`config.mk`:
```
export PLATFORM = sky130hd
export DESIGN_NAME = mde_core
export DESIGN_NICKNAME = d
export VERILOG_FILES = /design/src/mde_pkg.sv /design/src/mde_alu.sv /design/src/mde_regfile.sv /design/src/mde_core.sv
export SDC_FILE = /design/constraint.sdc
export NUM_CORES = 2
export LEC_CHECK = 0
export BUFFER_PORTS_ARGS = -buffer_cell sky130_fd_sc_hd__buf_2
export CAP_MARGIN = 20
export CORE_ASPECT_RATIO = 1.4
export CORE_MARGIN = 3
export CORE_UTILIZATION = 55
export DETAILED_ROUTE_END_ITERATION = 8
export HOLD_SLACK_MARGIN = 0.03
export PLACE_DENSITY = 0.79
export SLEW_MARGIN = 25
export SYNTH_ARGS = -nofsm -noshare
export SYNTH_HDL_FRONTEND = slang
export SYNTH_HIERARCHICAL = 1
export SYNTH_SLANG_ARGS = --single-unit
```
`constraint.sdc`:
```
create_clock -name ref_clk -period 8.85 [get_ports ref_clk]
set_input_delay 1.77 -clock ref_clk [delete_from_list [all_inputs] [get_ports ref_clk]]
set_output_delay 1.77 -clock ref_clk [all_outputs]
set_load 0.02 [all_outputs]
```
`src/mde_pkg.sv`:
```
// constants and types shared by the decode/execute core
package mde_pkg;

  // ---------------------------------------------------------------
  // sequencer
  // ---------------------------------------------------------------
  localparam int unsigned OSC_PER_CYCLE = 4;
  typedef enum logic [3:0] {
    MDE_PH1 = 4'b0001,
    MDE_PH2 = 4'b0010,
    MDE_PH3 = 4'b0100,
    MDE_PH4 = 4'b1000
  } mde_phase_type;

  // ---------------------------------------------------------------
  // file map and reset values
  // ---------------------------------------------------------------
  localparam logic [6:0]  ADDR_TMR     = 7'h01;
  localparam logic [6:0]  ADDR_PCL     = 7'h02;
  localparam logic [6:0]  ADDR_STATUS  = 7'h03;
  localparam logic [6:0]  ADDR_PORT0   = 7'h05;
  localparam logic [6:0]  ADDR_PC_HIGH_HOLDING_LATCH  = 7'h0A;
  localparam int unsigned PORT_NUM     = 3;
  localparam int unsigned ST_C         = 0;
  localparam int unsigned ST_DC        = 1;
  localparam int unsigned ST_Z         = 2;
  localparam int unsigned ST_PD        = 3;
  localparam int unsigned ST_TO        = 4;
  localparam logic [7:0]  STATUS_RST   = 8'h18;
  localparam logic [12:0] PC_RST       = 13'h0000;
  localparam logic [4:0]  PC_HIGH_HOLDING_LATCH_RST   = 5'h00;
  localparam logic [7:0]  W_RST        = 8'h00;
  localparam logic [13:0] IR_NOP       = 14'h0000;

  // ---------------------------------------------------------------
  // opcode fields
  // ---------------------------------------------------------------
  localparam logic [1:0] CLS_BYTE = 2'h0;
  localparam logic [1:0] CLS_BIT  = 2'h1;
  localparam logic [1:0] CLS_JUMP = 2'h2;
  localparam logic [1:0] CLS_LIT  = 2'h3;
  localparam logic [3:0] OPB_MOVWF = 4'h0;
  localparam logic [3:0] OPB_CLR   = 4'h1;
  localparam logic [3:0] OPB_SUB   = 4'h2;
  localparam logic [3:0] OPB_DEC   = 4'h3;
  localparam logic [3:0] OPB_IOR   = 4'h4;
  localparam logic [3:0] OPB_AND   = 4'h5;
  localparam logic [3:0] OPB_XOR   = 4'h6;
  localparam logic [3:0] OPB_ADD   = 4'h7;
  localparam logic [3:0] OPB_MOV   = 4'h8;
  localparam logic [3:0] OPB_COM   = 4'h9;
  localparam logic [3:0] OPB_INC   = 4'hA;
  localparam logic [3:0] OPB_DECSZ = 4'hB;
  localparam logic [3:0] OPB_RR    = 4'hC;
  localparam logic [3:0] OPB_RL    = 4'hD;
  localparam logic [3:0] OPB_SWAP  = 4'hE;
  localparam logic [3:0] OPB_INCSZ = 4'hF;
  localparam logic [7:0] CTL_RETURN = 8'h08;
  localparam logic [7:0] CTL_RETINT = 8'h09;
  localparam logic [7:0] CTL_STBY   = 8'h63;
  localparam logic [7:0] CTL_WDCLR  = 8'h64;
  localparam logic [1:0] OPBIT_RESET = 2'h0;
  localparam logic [1:0] OPBIT_RAISE = 2'h1;
  localparam logic [1:0] OPBIT_TSTC  = 2'h2;
  localparam logic [1:0] OPBIT_TSTS  = 2'h3;

  typedef enum logic [3:0] {
    ALU_ADD, ALU_SUB, ALU_AND, ALU_IOR, ALU_XOR, ALU_COM, ALU_DEC, ALU_INC,
    ALU_PASSA, ALU_PASSW, ALU_ZERO, ALU_RL, ALU_RR, ALU_SWAP, ALU_BCLR, ALU_BSET
  } mde_alu_op_type;

  // host access to the file space
  typedef struct packed {
    logic [6:0] addr;
    logic [7:0] wdata;
    logic       wr;
    logic       rd;
  } mde_host_req_type;

  // flags produced by the alu
  typedef struct packed {
    logic c;
    logic dc;
    logic z;
  } mde_flags_type;

endpackage : mde_pkg

```
`src/mde_alu.sv`:
```
// arithmetic and logic unit of the core
`timescale 1ns/1ps
module mde_alu
  import mde_pkg::*;
(
  input  mde_alu_op_type op,
  input  logic [7:0]     opa,
  input  logic [7:0]     wreg,
  input  logic           cin,
  input  logic [2:0]     bsel,
  output logic [7:0]     res,
  output mde_flags_type  flg
);

  logic [8:0] sum;
  logic [4:0] nib;

  always_comb begin
    sum = 9'h000;
    nib = 5'h00;
    res = opa;
    flg = '0;
    unique case (op)
      ALU_ADD: begin
        sum = {1'b0, opa} + {1'b0, wreg};
        nib = {1'b0, opa[3:0]} + {1'b0, wreg[3:0]};
        res = sum[7:0];
      end
      ALU_SUB: begin
        sum = {1'b0, opa} + {1'b0, ~wreg} + 9'h001;
        nib = {1'b0, opa[3:0]} + {1'b0, ~wreg[3:0]} + 5'h01;
        res = sum[7:0];
      end
      ALU_AND:   res = opa & wreg;
      ALU_IOR:   res = opa | wreg;
      ALU_XOR:   res = opa ^ wreg;
      ALU_COM:   res = ~opa;
      ALU_DEC:   res = opa - 8'h01;
      ALU_INC:   res = opa + 8'h01;
      ALU_PASSA: res = opa;
      ALU_PASSW: res = wreg;
      ALU_ZERO:  res = 8'h00;
      ALU_RL: begin
        res     = {opa[6:0], cin};
        sum[8]  = opa[7];
      end
      ALU_RR: begin
        res     = {cin, opa[7:1]};
        sum[8]  = opa[0];
      end
      ALU_SWAP:  res = {opa[3:0], opa[7:4]};
      ALU_BCLR:  res = opa & ~(8'h01 << bsel);
      ALU_BSET:  res = opa | (8'h01 << bsel);
    endcase
    flg.c  = sum[8];
    flg.dc = nib[4];
    flg.z  = (res == 8'h00);
  end

endmodule : mde_alu

```
`src/mde_regfile.sv`:
```
// general file registers held in flip-flops
`timescale 1ns/1ps
module mde_regfile
  import mde_pkg::*;
#(
  parameter int unsigned DEPTH = 128
)
(
  input  wire logic                ref_clk,
  input  wire logic                rst_b,
  input  wire logic                we,
  input  wire logic [6:0]          waddr,
  input  wire logic [7:0]          wdata,
  input  wire logic [6:0]          raddr_a,
  output logic [7:0]               rdata_a,
  input  wire logic [6:0]          raddr_b,
  output logic [7:0]               rdata_b,
  output logic [PORT_NUM-1:0][7:0] port_latch
);

  if (DEPTH < 16 || DEPTH > 128) begin : g_bad_depth
    $error("mde_regfile: DEPTH must lie in 16..128");
  end

  logic [DEPTH-1:0][7:0] mem_q;

  // ---------------------------------------------------------------
  // storage
  // ---------------------------------------------------------------
  for (genvar i = 0; i < DEPTH; i++) begin : g_ent
    always_ff @(posedge ref_clk or negedge rst_b) begin
      if (!rst_b) begin
        mem_q[i] <= 8'h00;
      end else if (we && waddr == 7'(i)) begin
        mem_q[i] <= wdata;
      end
    end
  end

  for (genvar p = 0; p < PORT_NUM; p++) begin : g_port
    assign port_latch[p] = mem_q[ADDR_PORT0 + 7'(p)];
  end

  assign rdata_a = (32'(raddr_a) < DEPTH) ? mem_q[raddr_a] : 8'h00;
  assign rdata_b = (32'(raddr_b) < DEPTH) ? mem_q[raddr_b] : 8'h00;

endmodule : mde_regfile

```
`src/mde_core.sv`:
```
// instruction decode and execute core
//
// The strobed register port and the register addresses were decided locally.
`timescale 1ns/1ps
// Behaviour
// - one instruction cycle each; skips and branches add one idle cycle
// - an instruction cycle is four clock periods
// - flag updates win over bits written to the status register
// - pc low byte reads as itself; writing it loads upper pc from latch
// - bit clear and set rewrite the whole register
// - port registers read the pin levels, not the output latch
// - writing the timer clears the prescaler when assigned to it
// - rotates pass through carry and change only carry
// - register or, xor, and change only the zero flag
// - decrement/increment skip on zero, flags untouched
// - bit tests skip on clear or set, flags untouched
// - returns take two cycles; literal return loads accumulator
// - watchdog clear sets timeout and power down flags; standby sets timeout, clears power down
// - literal add and subtract set carry, nibble carry and zero
// - literal or and xor load accumulator, change only zero
// - destination bit picks accumulator or file register
// - file address field is seven bits, 0x00 to 0x7F
module mde_core
  import mde_pkg::*;
#(
  parameter int unsigned STACK_DEPTH = 8,
  parameter int unsigned FILE_DEPTH  = 128
)
(
  input  wire logic                ref_clk,
  input  wire logic                rst_b,
  output logic [12:0]              prog_addr,
  input  wire logic [13:0]         prog_data,
  input  wire logic [PORT_NUM-1:0][7:0] port_pins,
  output logic [PORT_NUM-1:0][7:0] port_latch,
  input  wire logic                presc_on_timer,
  output logic                     presc_clear,
  output logic                     wdt_clear,
  output logic                     standby,
  output logic                     cycle_end,
  output logic [7:0]               acc_value,
  output logic [7:0]               status_value,
  input  wire mde_host_req_type    host_req,
  output logic [7:0]               host_rdata
);

  if (STACK_DEPTH < 2 || (STACK_DEPTH & (STACK_DEPTH - 1)) != 0) begin : g_bad_stack
    $error("mde_core: STACK_DEPTH must be a power of two, at least 2");
  end

  localparam int unsigned SPW = $clog2(STACK_DEPTH);

  mde_phase_type          phase_q;
  logic                   idle_q;
  logic [12:0]            pc_q;
  logic [4:0]             pc_high_holding_latch_q;
  logic [7:0]             w_q;
  logic [7:0]             status_q;
  logic [STACK_DEPTH-1:0][12:0] stack_q;
  logic [SPW-1:0]         sp_q;
  logic [7:0]             host_rdata_q;
  logic                   presc_clear_q;
  logic                   wdt_clear_q;
  logic                   standby_q;

  // ---------------------------------------------------------------
  // instruction fields
  // ---------------------------------------------------------------
  logic [13:0] ir;
  logic [1:0]  cls;
  logic [3:0]  sub;
  logic        dbit;
  logic [6:0]  faddr;
  logic [7:0]  k8;
  logic [10:0] k11;
  logic [2:0]  bsel;

  assign ir    = prog_data;
  assign cls   = ir[13:12];
  assign sub   = ir[11:8];
  assign dbit  = ir[7];
  assign faddr = ir[6:0];
  assign k8    = ir[7:0];
  assign k11   = ir[10:0];
  assign bsel  = ir[9:7];

  // ---------------------------------------------------------------
  // file read with special registers
  // ---------------------------------------------------------------
  logic [7:0] rf_rd_a;
  logic [7:0] rf_rd_b;
  logic [7:0] file_val;
  logic [7:0] host_val;

  function automatic logic [7:0] read_mux(input logic [6:0] a, input logic [7:0] rf);
    logic [7:0] v;
    v = rf;
    if (a == ADDR_PCL) v = pc_q[7:0];
    if (a == ADDR_STATUS) v = status_q;
    if (a == ADDR_PC_HIGH_HOLDING_LATCH) v = {3'h0, pc_high_holding_latch_q};
    for (int p = 0; p < PORT_NUM; p++) begin
      if (a == ADDR_PORT0 + 7'(p)) v = port_pins[p];
    end
    return v;
  endfunction : read_mux

  always_comb begin
    file_val = read_mux(faddr, rf_rd_a);
    host_val = read_mux(host_req.addr, rf_rd_b);
  end

  // ---------------------------------------------------------------
  // decode
  // ---------------------------------------------------------------
  logic [3:0]     alu_op;
  mde_alu_op_type alu_op_e;
  logic [7:0]     alu_a;
  logic [7:0]     alu_res;
  mde_flags_type  alu_flg;
  logic           to_w;
  logic           to_f;
  logic           upd_c;
  logic           upd_dc;
  logic           upd_z;
  logic           skip_zero;
  logic           skip_bit;
  logic           bit_want;
  logic           do_call;
  logic           do_jump;
  logic           do_ret;
  logic           do_stby;
  logic           do_wdclr;

  always_comb begin
    alu_op    = ALU_PASSA;
    alu_a     = file_val;
    to_w      = 1'b0;
    to_f      = 1'b0;
    upd_c     = 1'b0;
    upd_dc    = 1'b0;
    upd_z     = 1'b0;
    skip_zero = 1'b0;
    skip_bit  = 1'b0;
    bit_want  = 1'b0;
    do_call   = 1'b0;
    do_jump   = 1'b0;
    do_ret    = 1'b0;
    do_stby   = 1'b0;
    do_wdclr  = 1'b0;
    unique case (cls)
      CLS_BYTE: begin
        to_w = !dbit;
        to_f = dbit;
        unique case (sub)
          OPB_MOVWF: begin
            alu_op = ALU_PASSW;
            to_w   = 1'b0;
            if (!dbit) begin
              do_ret   = (k8 == CTL_RETURN) || (k8 == CTL_RETINT);
              do_stby  = (k8 == CTL_STBY);
              do_wdclr = (k8 == CTL_WDCLR);
            end
          end
          OPB_CLR: begin
            alu_op = ALU_ZERO;
            upd_z  = 1'b1;
          end
          OPB_SUB: begin
            alu_op = ALU_SUB;
            {upd_c, upd_dc, upd_z} = 3'b111;
          end
          OPB_ADD: begin
            alu_op = ALU_ADD;
            {upd_c, upd_dc, upd_z} = 3'b111;
          end
          OPB_IOR: {alu_op, upd_z} = {ALU_IOR, 1'b1};
          OPB_AND: {alu_op, upd_z} = {ALU_AND, 1'b1};
          OPB_XOR: {alu_op, upd_z} = {ALU_XOR, 1'b1};
          OPB_DEC: {alu_op, upd_z} = {ALU_DEC, 1'b1};
          OPB_INC: {alu_op, upd_z} = {ALU_INC, 1'b1};
          OPB_MOV: {alu_op, upd_z} = {ALU_PASSA, 1'b1};
          OPB_COM: {alu_op, upd_z} = {ALU_COM, 1'b1};
          OPB_DECSZ: {alu_op, skip_zero} = {ALU_DEC, 1'b1};
          OPB_INCSZ: {alu_op, skip_zero} = {ALU_INC, 1'b1};
          OPB_RR: {alu_op, upd_c} = {ALU_RR, 1'b1};
          OPB_RL: {alu_op, upd_c} = {ALU_RL, 1'b1};
          OPB_SWAP: alu_op = ALU_SWAP;
        endcase
      end
      CLS_BIT: begin
        unique case (sub[3:2])
          OPBIT_RESET: {alu_op, to_f} = {ALU_BCLR, 1'b1};
          OPBIT_RAISE: {alu_op, to_f} = {ALU_BSET, 1'b1};
          OPBIT_TSTC: {skip_bit, bit_want} = 2'b10;
          OPBIT_TSTS: {skip_bit, bit_want} = 2'b11;
        endcase
      end
      CLS_JUMP: begin
        do_call = !ir[11];
        do_jump = ir[11];
      end
      CLS_LIT: begin
        alu_a = k8;
        to_w  = 1'b1;
        unique casez (sub)
          4'b00??: alu_op = ALU_PASSA;
          4'b01??: {alu_op, do_ret} = {ALU_PASSA, 1'b1};
          4'b1000: {alu_op, upd_z} = {ALU_IOR, 1'b1};
          4'b1010: {alu_op, upd_z} = {ALU_XOR, 1'b1};
          4'b1001: {alu_op, upd_z} = {ALU_AND, 1'b1};
          4'b1011: to_w = 1'b0;
          4'b110?: begin
            alu_op = ALU_SUB;
            {upd_c, upd_dc, upd_z} = 3'b111;
          end
          4'b111?: begin
            alu_op = ALU_ADD;
            {upd_c, upd_dc, upd_z} = 3'b111;
          end
        endcase
      end
    endcase
  end

  assign alu_op_e = mde_alu_op_type'(alu_op);

  mde_alu u_alu (
    .op   (alu_op_e),
    .opa  (alu_a),
    .wreg (w_q),
    .cin  (status_q[ST_C]),
    .bsel (bsel),
    .res  (alu_res),
    .flg  (alu_flg)
  );

  // ---------------------------------------------------------------
  // commit control
  // ---------------------------------------------------------------
  logic        commit;
  logic        skip_take;
  logic        pcl_write;
  logic        core_we;
  logic        host_we;
  logic [12:0] pc_inc;

  assign commit    = (phase_q == MDE_PH4) && !idle_q;
  assign skip_take = (skip_zero && alu_flg.z) || (skip_bit && (file_val[bsel] == bit_want));
  assign pcl_write = to_f && (faddr == ADDR_PCL);
  assign core_we   = commit && to_f && (faddr != ADDR_STATUS) && (faddr != ADDR_PC_HIGH_HOLDING_LATCH)
                     && (faddr != ADDR_PCL);
  assign host_we   = host_req.wr && !core_we && (host_req.addr != ADDR_STATUS)
                     && (host_req.addr != ADDR_PC_HIGH_HOLDING_LATCH) && (host_req.addr != ADDR_PCL);
  assign pc_inc    = pc_q + 13'h0001;

  mde_regfile #(
    .DEPTH (FILE_DEPTH)
  ) u_regfile (
    .ref_clk    (ref_clk),
    .rst_b      (rst_b),
    .we         (core_we || host_we),
    .waddr      (core_we ? faddr : host_req.addr),
    .wdata      (core_we ? alu_res : host_req.wdata),
    .raddr_a    (faddr),
    .rdata_a    (rf_rd_a),
    .raddr_b    (host_req.addr),
    .rdata_b    (rf_rd_b),
    .port_latch (port_latch)
  );

  // ---------------------------------------------------------------
  // sequencer
  // ---------------------------------------------------------------
  // four periods per cycle
  always_ff @(posedge ref_clk or negedge rst_b) begin
    if (!rst_b) begin
      phase_q <= MDE_PH1;
    end else begin
      unique case (phase_q)
        MDE_PH1: phase_q <= MDE_PH2;
        MDE_PH2: phase_q <= MDE_PH3;
        MDE_PH3: phase_q <= MDE_PH4;
        MDE_PH4: phase_q <= MDE_PH1;
        default: phase_q <= MDE_PH1;
      endcase
    end
  end

  always_ff @(posedge ref_clk or negedge rst_b) begin
    if (!rst_b) begin
      idle_q <= 1'b0;
    end else if (phase_q == MDE_PH4) begin
      idle_q <= commit && (skip_take || do_call || do_jump || do_ret || pcl_write);
    end
  end

  // ---------------------------------------------------------------
  // program counter and stack
  // ---------------------------------------------------------------
  always_ff @(posedge ref_clk or negedge rst_b) begin
    if (!rst_b) begin
      pc_q <= PC_RST;
    end else if (commit) begin
      if (do_call || do_jump) begin
        pc_q <= {pc_high_holding_latch_q[4:3], k11};
      end else if (do_ret) begin
        pc_q <= stack_q[sp_q - SPW'(1)];
      end else if (pcl_write) begin
        pc_q <= {pc_high_holding_latch_q, alu_res};
      end else if (skip_take) begin
        // idle cycle holds the word after the skipped one
        pc_q <= pc_q + 13'h0002;
      end else begin
        pc_q <= pc_inc;
      end
    end
  end

  always_ff @(posedge ref_clk or negedge rst_b) begin
    if (!rst_b) begin
      sp_q    <= '0;
      stack_q <= '0;
    end else if (commit && do_call) begin
      stack_q[sp_q] <= pc_inc;
      sp_q          <= sp_q + SPW'(1);
    end else if (commit && do_ret) begin
      sp_q <= sp_q - SPW'(1);
    end
  end

  // ---------------------------------------------------------------
  // accumulator, latch and status
  // ---------------------------------------------------------------
  always_ff @(posedge ref_clk or negedge rst_b) begin
    if (!rst_b) begin
      w_q <= W_RST;
    end else if (commit && to_w) begin
      w_q <= alu_res;
    end
  end

  always_ff @(posedge ref_clk or negedge rst_b) begin
    if (!rst_b) begin
      pc_high_holding_latch_q <= PC_HIGH_HOLDING_LATCH_RST;
    end else if (commit && to_f && faddr == ADDR_PC_HIGH_HOLDING_LATCH) begin
      pc_high_holding_latch_q <= alu_res[4:0];
    end else if (host_req.wr && host_req.addr == ADDR_PC_HIGH_HOLDING_LATCH && !commit) begin
      pc_high_holding_latch_q <= host_req.wdata[4:0];
    end
  end

  logic [7:0] status_d;

  always_comb begin
    status_d = status_q;
    if (to_f && faddr == ADDR_STATUS) begin
      status_d = alu_res;
    end
    if (upd_c) status_d[ST_C] = alu_flg.c;
    if (upd_dc) status_d[ST_DC] = alu_flg.dc;
    if (upd_z) status_d[ST_Z] = alu_flg.z;
    if (do_wdclr) {status_d[ST_TO], status_d[ST_PD]} = 2'b11;
    if (do_stby) {status_d[ST_TO], status_d[ST_PD]} = 2'b10;
  end

  always_ff @(posedge ref_clk or negedge rst_b) begin
    if (!rst_b) begin
      status_q <= STATUS_RST;
    end else if (commit) begin
      status_q <= status_d;
    end else if (host_req.wr && host_req.addr == ADDR_STATUS) begin
      status_q <= host_req.wdata;
    end
  end

  // ---------------------------------------------------------------
  // side-effect pulses
  // ---------------------------------------------------------------
  always_ff @(posedge ref_clk or negedge rst_b) begin
    if (!rst_b) begin
      presc_clear_q <= 1'b0;
      wdt_clear_q   <= 1'b0;
      standby_q     <= 1'b0;
    end else begin
      presc_clear_q <= commit && to_f && (faddr == ADDR_TMR) && presc_on_timer;
      wdt_clear_q   <= commit && do_wdclr;
      standby_q     <= commit && do_stby;
    end
  end

  always_ff @(posedge ref_clk or negedge rst_b) begin
    if (!rst_b) begin
      host_rdata_q <= 8'h00;
    end else if (host_req.rd) begin
      host_rdata_q <= host_val;
    end
  end

  assign prog_addr    = pc_q;
  assign cycle_end    = (phase_q == MDE_PH4);
  assign acc_value    = w_q;
  assign status_value = status_q;
  assign presc_clear  = presc_clear_q;
  assign wdt_clear    = wdt_clear_q;
  assign standby      = standby_q;
  assign host_rdata   = host_rdata_q;

endmodule : mde_core

```
### Word level (Yosys, flattened, before mapping)

Index checks and enable logic that the tools add are counted.

* add/subtract/negate cells: 12
* magnitude comparators: 6
* eq/ne operators: 198
* shift operators: 1
* multiplexer cells: 81
* bitwise gates (word level): 9
* reduce and logical (&&, ||, !) cells: 191

Operators with widths (number)
* equality test 7 bit, second input constant: 64
* equality test 7 x 6 -> 1 bit, second input constant: 32
* logical AND 1 bit: 154
* two-way mux 8 bit: 19
* case mux 8 bit (16 select lines): 1
* binary-select mux 8 bit (select 7 bit): 2
* equality test 7 x 5 -> 1 bit, second input constant: 16
* bitwise mux 104 bit: 1
* two-way mux 13 bit: 6
* equality test 7 x 3 -> 1 bit, second input constant: 10
* equality test 7 x 4 -> 1 bit, second input constant: 10
* equality test 4 bit, second input constant: 17
* case mux 4 bit (14 select lines): 1
* equality test 7 x 2 -> 1 bit, second input constant: 6
* binary-select mux 13 bit (select 3 bit): 1
* demux 13 bit (select 3 bit): 1
* equality test 4 x 3 -> 1 bit, second input constant: 9
* two-way mux 1 bit: 29
* inequality test 7 x 2 -> 1 bit, second input constant: 4
* NOT 8 bit: 3
* case mux 4 bit (3 select lines): 2
* equality test 4 x 2 -> 1 bit, second input constant: 5
* case mux 4 bit (5 select lines): 1
* adder 8 x 8 -> 9 bit: 2
* 50 further kinds: 102

* flip-flop bits (word level): 1181
* output and inout bits: 65

### Depth between registers and ports, before layout

* word-level depth: 20
* gate-level depth with buffers: 31

### Modules after synthesis

The synthesis kept the hierarchy.

By module, submodules not included
* mde_regfile: instances 1, cells an instance 3218, area each 54584.9 µm², seq. area each 25624.6 µm²
* mde_core: instances 1, cells an instance 1076, area each 9630.5 µm², seq. area each 3932.5 µm²
* mde_alu: instances 1, cells an instance 332, area each 2274.7 µm², seq. area each 0.0 µm²

### Least setup slack after synthesis

No wires, ideal clock.

* path kind: input to register
* start: in prog_data[0]
* end: reg pc_q[12], in the netlist prog_addr[12]
* arrival: 8434 ps
* data required time: 8781 ps
* setup slack: 347 ps
* stages on the path: 29
* buffers on the path: 3
* cell sequence: buf_2 clkbuf_1 mux4_2 mux4_2 mux4_2 mux2_2 nor2_1 a221oi_1 a21oi_1 mux2i_1 buf_2 inv_1 ha_1 inv_1 fa_1 a21o_1 a21oi_1 xor2_1 o32ai_1 o32a_1 or4b_1 nor4_2 nand3_1 nor2_1 a21oi_1 nand2_2 mux2_4 or4b_1 nand3_1

RTL lines
* start, declared: line mde_core.sv:33 `input wire logic [13:0] prog_data,`
* end signal, assigned: line mde_core.sv:305 `pc_q <= {pc_high_holding_latch_q[4:3], k11};`
* end signal, assigned: line mde_core.sv:307 `pc_q <= stack_q[sp_q - SPW'(1)];`
* end signal, assigned: line mde_core.sv:309 `pc_q <= {pc_high_holding_latch_q, alu_res};`
* end, declared: line mde_core.sv:55 `logic [12:0] pc_q;`

==> out/metrics.csv <==
metric;value;unit
critPathCaptureType;flop;
gp_congestion;0.9632;
mappedNetlistNets;4718;
setup-violations-final;0;
syn_avg_cell_area;14.37;µm²
grt_start_max_net_pins;172;
crit_path_top_delay_cell;sky130_fd_sc_hd__mux4_2;
met2_wirelength;96.53;mm
post_layout_nonfiller_instances;6301;
cts_hold_repair.buffers;0;
globalRouteTotalUtil;0.3220;
critical-path-top-delay-family;multiplexers;
switching_power;4.437;mW
path_class_of_the_lowest_slack_min_delay_path;reg2reg;
power.static_leakage;32.27;nW
ys_top_cells_by_count;1178 x sky130_fd_sc_hd__dfrtp_1, 1083 x sky130_fd_sc_hd__mux2_2, 698 x sky130_fd_sc_hd__mux4_2;
post_cts.repair.setup_buffers;0;
final.fill_count;8709;
met1_wl;68.24;mm
synth.area.top_cells;sky130_fd_sc_hd__dfrtp_1 44%, sky130_fd_sc_hd__mux4_2 24%, sky130_fd_sc_hd__mux2_2 18%;
p_comb_frac;0.218;
routed_via_density;7.111;
core;0.1197;mm²
yosysMostFrequentCell;sky130_fd_sc_hd__dfrtp_1;
netlist.area_leader.share;0.4433;
routed.top_layer;met5;
drtAntennaViolNets;0;
grt_pass1_wl;301.7;mm
status;finished clean;
row_count;150;
antenna_found_initial;13;
layout_worst_path_cycle_share;0.9417;
clock_sinks;1181;
htree_levels;3;
initial_core_util;0.5553;
synth.lib_cells_used.distinct;89;
timing.setup.critical_path_class;in2reg;
power.share.clock;0.341;
max_cap_viol_count;0;
tightest_slew;1.222;ns
sequentialPowerShare;0.441;
yosys_most_used_dff;sky130_fd_sc_hd__dfrtp_1;
async_reset_ff_frac;1.000;
switching_share;0.2969;
avgRoutedWirePerCell;31.51;µm
sum_of_negative_setup_slack;0;ns
drt-pass1-iter-count;6;
timing.critical_path.from_type;input pin;
clk_path_buf_depth;3;
layout-drive-gt1-share;0.4998;
post_cts_clock_slew_at_the_launch_and_capture_registers_of_the_worst_setup_and_hold_paths;0.07;ns
relSlewSlack;0.1835;
layout.area.seq;0.02956;mm²
grt_setup_unrepaired;false;
first_global_vias;46670;
finalCriticalPeriod;8.334;ns
routed_wirelength;198.5;mm
critical_path_peak_fanout;14;
worst-endpoint-arrival;8.97;ns
synth_top_cell_by_area;sky130_fd_sc_hd__dfrtp_1;
netlist_instances;4626;
post_layout_net_count;4696;
power_report.internal_total;10.50;mW
peakVddDrop;416.0;µV
worst_skew_pair.late_latency;0.76;ns
synth-edff-count;0;
flip_flop_and_latch_count_after_synthesis;1181;
via_count;44810;
final.setup_skew;0.04444;ns
synthesis.yosys.warnings;6;
syn2layout_area_growth;9.919;%
hold_path.startpoint;stack_q[3];
placedCellCount;6089;
drv_slew;0;
reg2reg_from;u_regfile/port_latch[8];
cp_data_required_time;9.48;ns
met3_wirelength;17.15;mm
finalHoldViolations;0;
post_dp_hpwl;133.0;mm
tritoncts;yes;
timing.critical_path.buf_inv;5;
post-route-drc-count;0;
io_pins;123;
crit_start;prog_data[0];
max_clock_freq;120.0;MHz
fp.dieW;299.9;µm
detailedRoute.firstIterationViolations;5070;
overall_overflow_remaining_after_global_route;0;
synthesized_cell_area;0.06649;mm²
powerDensity;204.4;mW/mm²
place.port_buffers;122;
chipHeight;417.4;µm
post_cts_resize_count;0;
clk_root_buffer_cell;sky130_fd_sc_hd__clkbuf_16;
multiInputGateArea;0.03514;mm²
crit_path_max_incr_delay;0.60;ns
seq_area_frac_synth;0.4445;
die_area;0.1252;mm²
tritoncts.num_buffers;109;
-- state kept, by name (all words and copies together), names as in the netlist --
name and flops:
acc_value 8, host_rdata 8, idle_q 1, pc_high_holding_latch_q 5, phase_q 4, presc_clear 1
prog_addr 13, sp_q 3, stack_q 104, standby 1, status_value 8, u_regfile/mem_q 1000
u_regfile/port_latch 24, wdt_clear 1
-- worst reg2reg max path, cell delays in order, from the launching register on --
cell and delay (ns):
sky130_fd_sc_hd__dfrtp_1 0.46, sky130_fd_sc_hd__mux4_2 0.48, sky130_fd_sc_hd__mux4_2 0.49, sky130_fd_sc_hd__mux4_2 0.60, sky130_fd_sc_hd__mux2_2 0.36, sky130_fd_sc_hd__nor2_1 0.13, sky130_fd_sc_hd__a221oi_1 0.07, sky130_fd_sc_hd__a21oi_1 0.21
sky130_fd_sc_hd__mux2i_1 0.12, sky130_fd_sc_hd__inv_1 0.12, sky130_fd_sc_hd__ha_1 0.18, sky130_fd_sc_hd__inv_1 0.07, sky130_fd_sc_hd__fa_1 0.45, sky130_fd_sc_hd__a21o_1 0.21, sky130_fd_sc_hd__a21oi_1 0.25, sky130_fd_sc_hd__xor2_1 0.19
sky130_fd_sc_hd__o32ai_1 0.12, sky130_fd_sc_hd__o32a_1 0.40, sky130_fd_sc_hd__or4b_1 0.55, sky130_fd_sc_hd__nor4_2 0.28, sky130_fd_sc_hd__nand3_1 0.12, sky130_fd_sc_hd__nor2_1 0.11, sky130_fd_sc_hd__a21oi_1 0.11, sky130_fd_sc_hd__nand2_2 0.15
sky130_fd_sc_hd__buf_4 0.19, sky130_fd_sc_hd__a211oi_1 0.07, sky130_fd_sc_hd__a2111oi_0 0.47, sky130_fd_sc_hd__o21ai_0 0.14
-- final timing paths --
kind / slack (ns) / cells after the start / endpoint
max: 0.52 / 29 / prog_addr[4]
min reg2reg: 0.48 / 2 / stack_q[3]
min in group asynchronous: 0.99 / 1 / u_regfile/mem_q[118]
max in group asynchronous: 5.88 / 3 / u_regfile/mem_q[677]
max reg2reg: 1.61 / 27 / prog_addr[4]
min: 0.48 / 2 / stack_q[3]
-- cell type report --
class / count / area share
multi-input combinational: 2981 / 0.4808
antenna: 5 / 0.0001712
sequential: 1181 / 0.4044
timing repair buffer: 290 / 0.03172
clock buffer: 149 / 0.04297
inverter: 41 / 0.002106
clock inverter: 58 / 0.01046
tap: 1596 / 0.02732
-- cells by family (layout without fill, tap and decap cells) --
kind of cell,after synthesis,after routing,synth area share
buf+inv,464,538,0.03073
compound gates,430,430,0.04080
other cells,0,5,0
xor+xnor,28,28,0.003688
simple gates,665,665,0.04706
mux,1824,1824,0.4265
fa+ha+maj,34,34,0.006737
flops,1181,1181,0.4445
-- metal layers --
| layer | track usage | vias to the layer above |
|---|---|---|
| li1 | - | 17840 |
| met1 | 0.3900 | 23490 |
| met5 | 0 | - |
| met4 | 0.2229 | 10 |
| met2 | 0.5185 | 2668 |
| met3 | 0.06867 | 798 |
-- metrics by stage --
step | worst slack (ns) | utilization | total power [mW] | instance area [µm²] | hold slack (ns)
after floorplan | 0.3469 | - | 8.658 | 66490 | 0.4446
after global placement | -0.03280 | 0.5766 | 9.724 | 69040 | 0.4563
after detailed placement | -0.1097 | 0.5771 | 9.852 | 69110 | 0.4661
after CTS | 0.6611 | 0.6098 | 14.93 | 73010 | 0.4804
after global routing | 0.2817 | 0.6103 | 15.46 | 73080 | 0.4917
final | 0.5158 | 0.6104 | 14.94 | 73090 | 0.4760
-- power by group through the flow --
| stage | Sequential [mW] | Combinational (mW) | Clock, mW |
|---|---|---|---|
| floorplan | 6.46 | 2.20 | 0 |
| global placement | 6.61 | 3.12 | 0 |
| detailed placement | 6.65 | 3.20 | 0 |
| CTS | 6.56 | 3.22 | 5.16 |
| global route | 6.65 | 3.44 | 5.37 |
| finish | 6.59 | 3.25 | 5.10 |
-- placed cells by master, fill, tap and decap left out, types with 8 or more instances in the layout --
| cell type | count |
|---|---|
| sky130_fd_sc_hd__inv_1 | 40 |
| sky130_fd_sc_hd__and3_1 | 11 |
| sky130_fd_sc_hd__nand3b_1 | 16 |
| sky130_fd_sc_hd__xor2_1 | 15 |
| sky130_fd_sc_hd__xnor2_1 | 12 |
| sky130_fd_sc_hd__a211oi_1 | 19 |
| sky130_fd_sc_hd__nand3_1 | 34 |
| sky130_fd_sc_hd__nor2_2 | 41 |
| sky130_fd_sc_hd__a32oi_1 | 8 |
| sky130_fd_sc_hd__nor4_1 | 10 |
| sky130_fd_sc_hd__o211ai_1 | 14 |
| sky130_fd_sc_hd__nand2_1 | 257 |
| sky130_fd_sc_hd__clkbuf_8 | 22 |
| sky130_fd_sc_hd__a21o_1 | 11 |
| sky130_fd_sc_hd__o22ai_1 | 10 |
| sky130_fd_sc_hd__nor2_1 | 143 |
| sky130_fd_sc_hd__buf_4 | 139 |
| sky130_fd_sc_hd__mux2i_1 | 41 |
| sky130_fd_sc_hd__a221oi_1 | 8 |
| sky130_fd_sc_hd__mux2_2 | 1076 |
| sky130_fd_sc_hd__mux4_2 | 698 |
| sky130_fd_sc_hd__nand4_1 | 8 |
| sky130_fd_sc_hd__ha_1 | 31 |
| sky130_fd_sc_hd__buf_12 | 30 |
| sky130_fd_sc_hd__dfrtp_1 | 1177 |
| sky130_fd_sc_hd__clkbuf_1 | 16 |
| sky130_fd_sc_hd__clkinv_2 | 23 |
| sky130_fd_sc_hd__clkinvlp_4 | 10 |
| sky130_fd_sc_hd__bufinv_16 | 14 |
| sky130_fd_sc_hd__o21ai_0 | 165 |
| sky130_fd_sc_hd__clkbuf_16 | 111 |
| sky130_fd_sc_hd__nand2b_1 | 25 |
| sky130_fd_sc_hd__o31ai_1 | 9 |
| sky130_fd_sc_hd__buf_2 | 113 |
| sky130_fd_sc_hd__nor2b_1 | 20 |
| sky130_fd_sc_hd__a21oi_1 | 84 |
| sky130_fd_sc_hd__nor3_1 | 31 |
| sky130_fd_sc_hd__o2111ai_1 | 8 |
| sky130_fd_sc_hd__a31oi_1 | 12 |
Power figures use the tool's default switching activity.
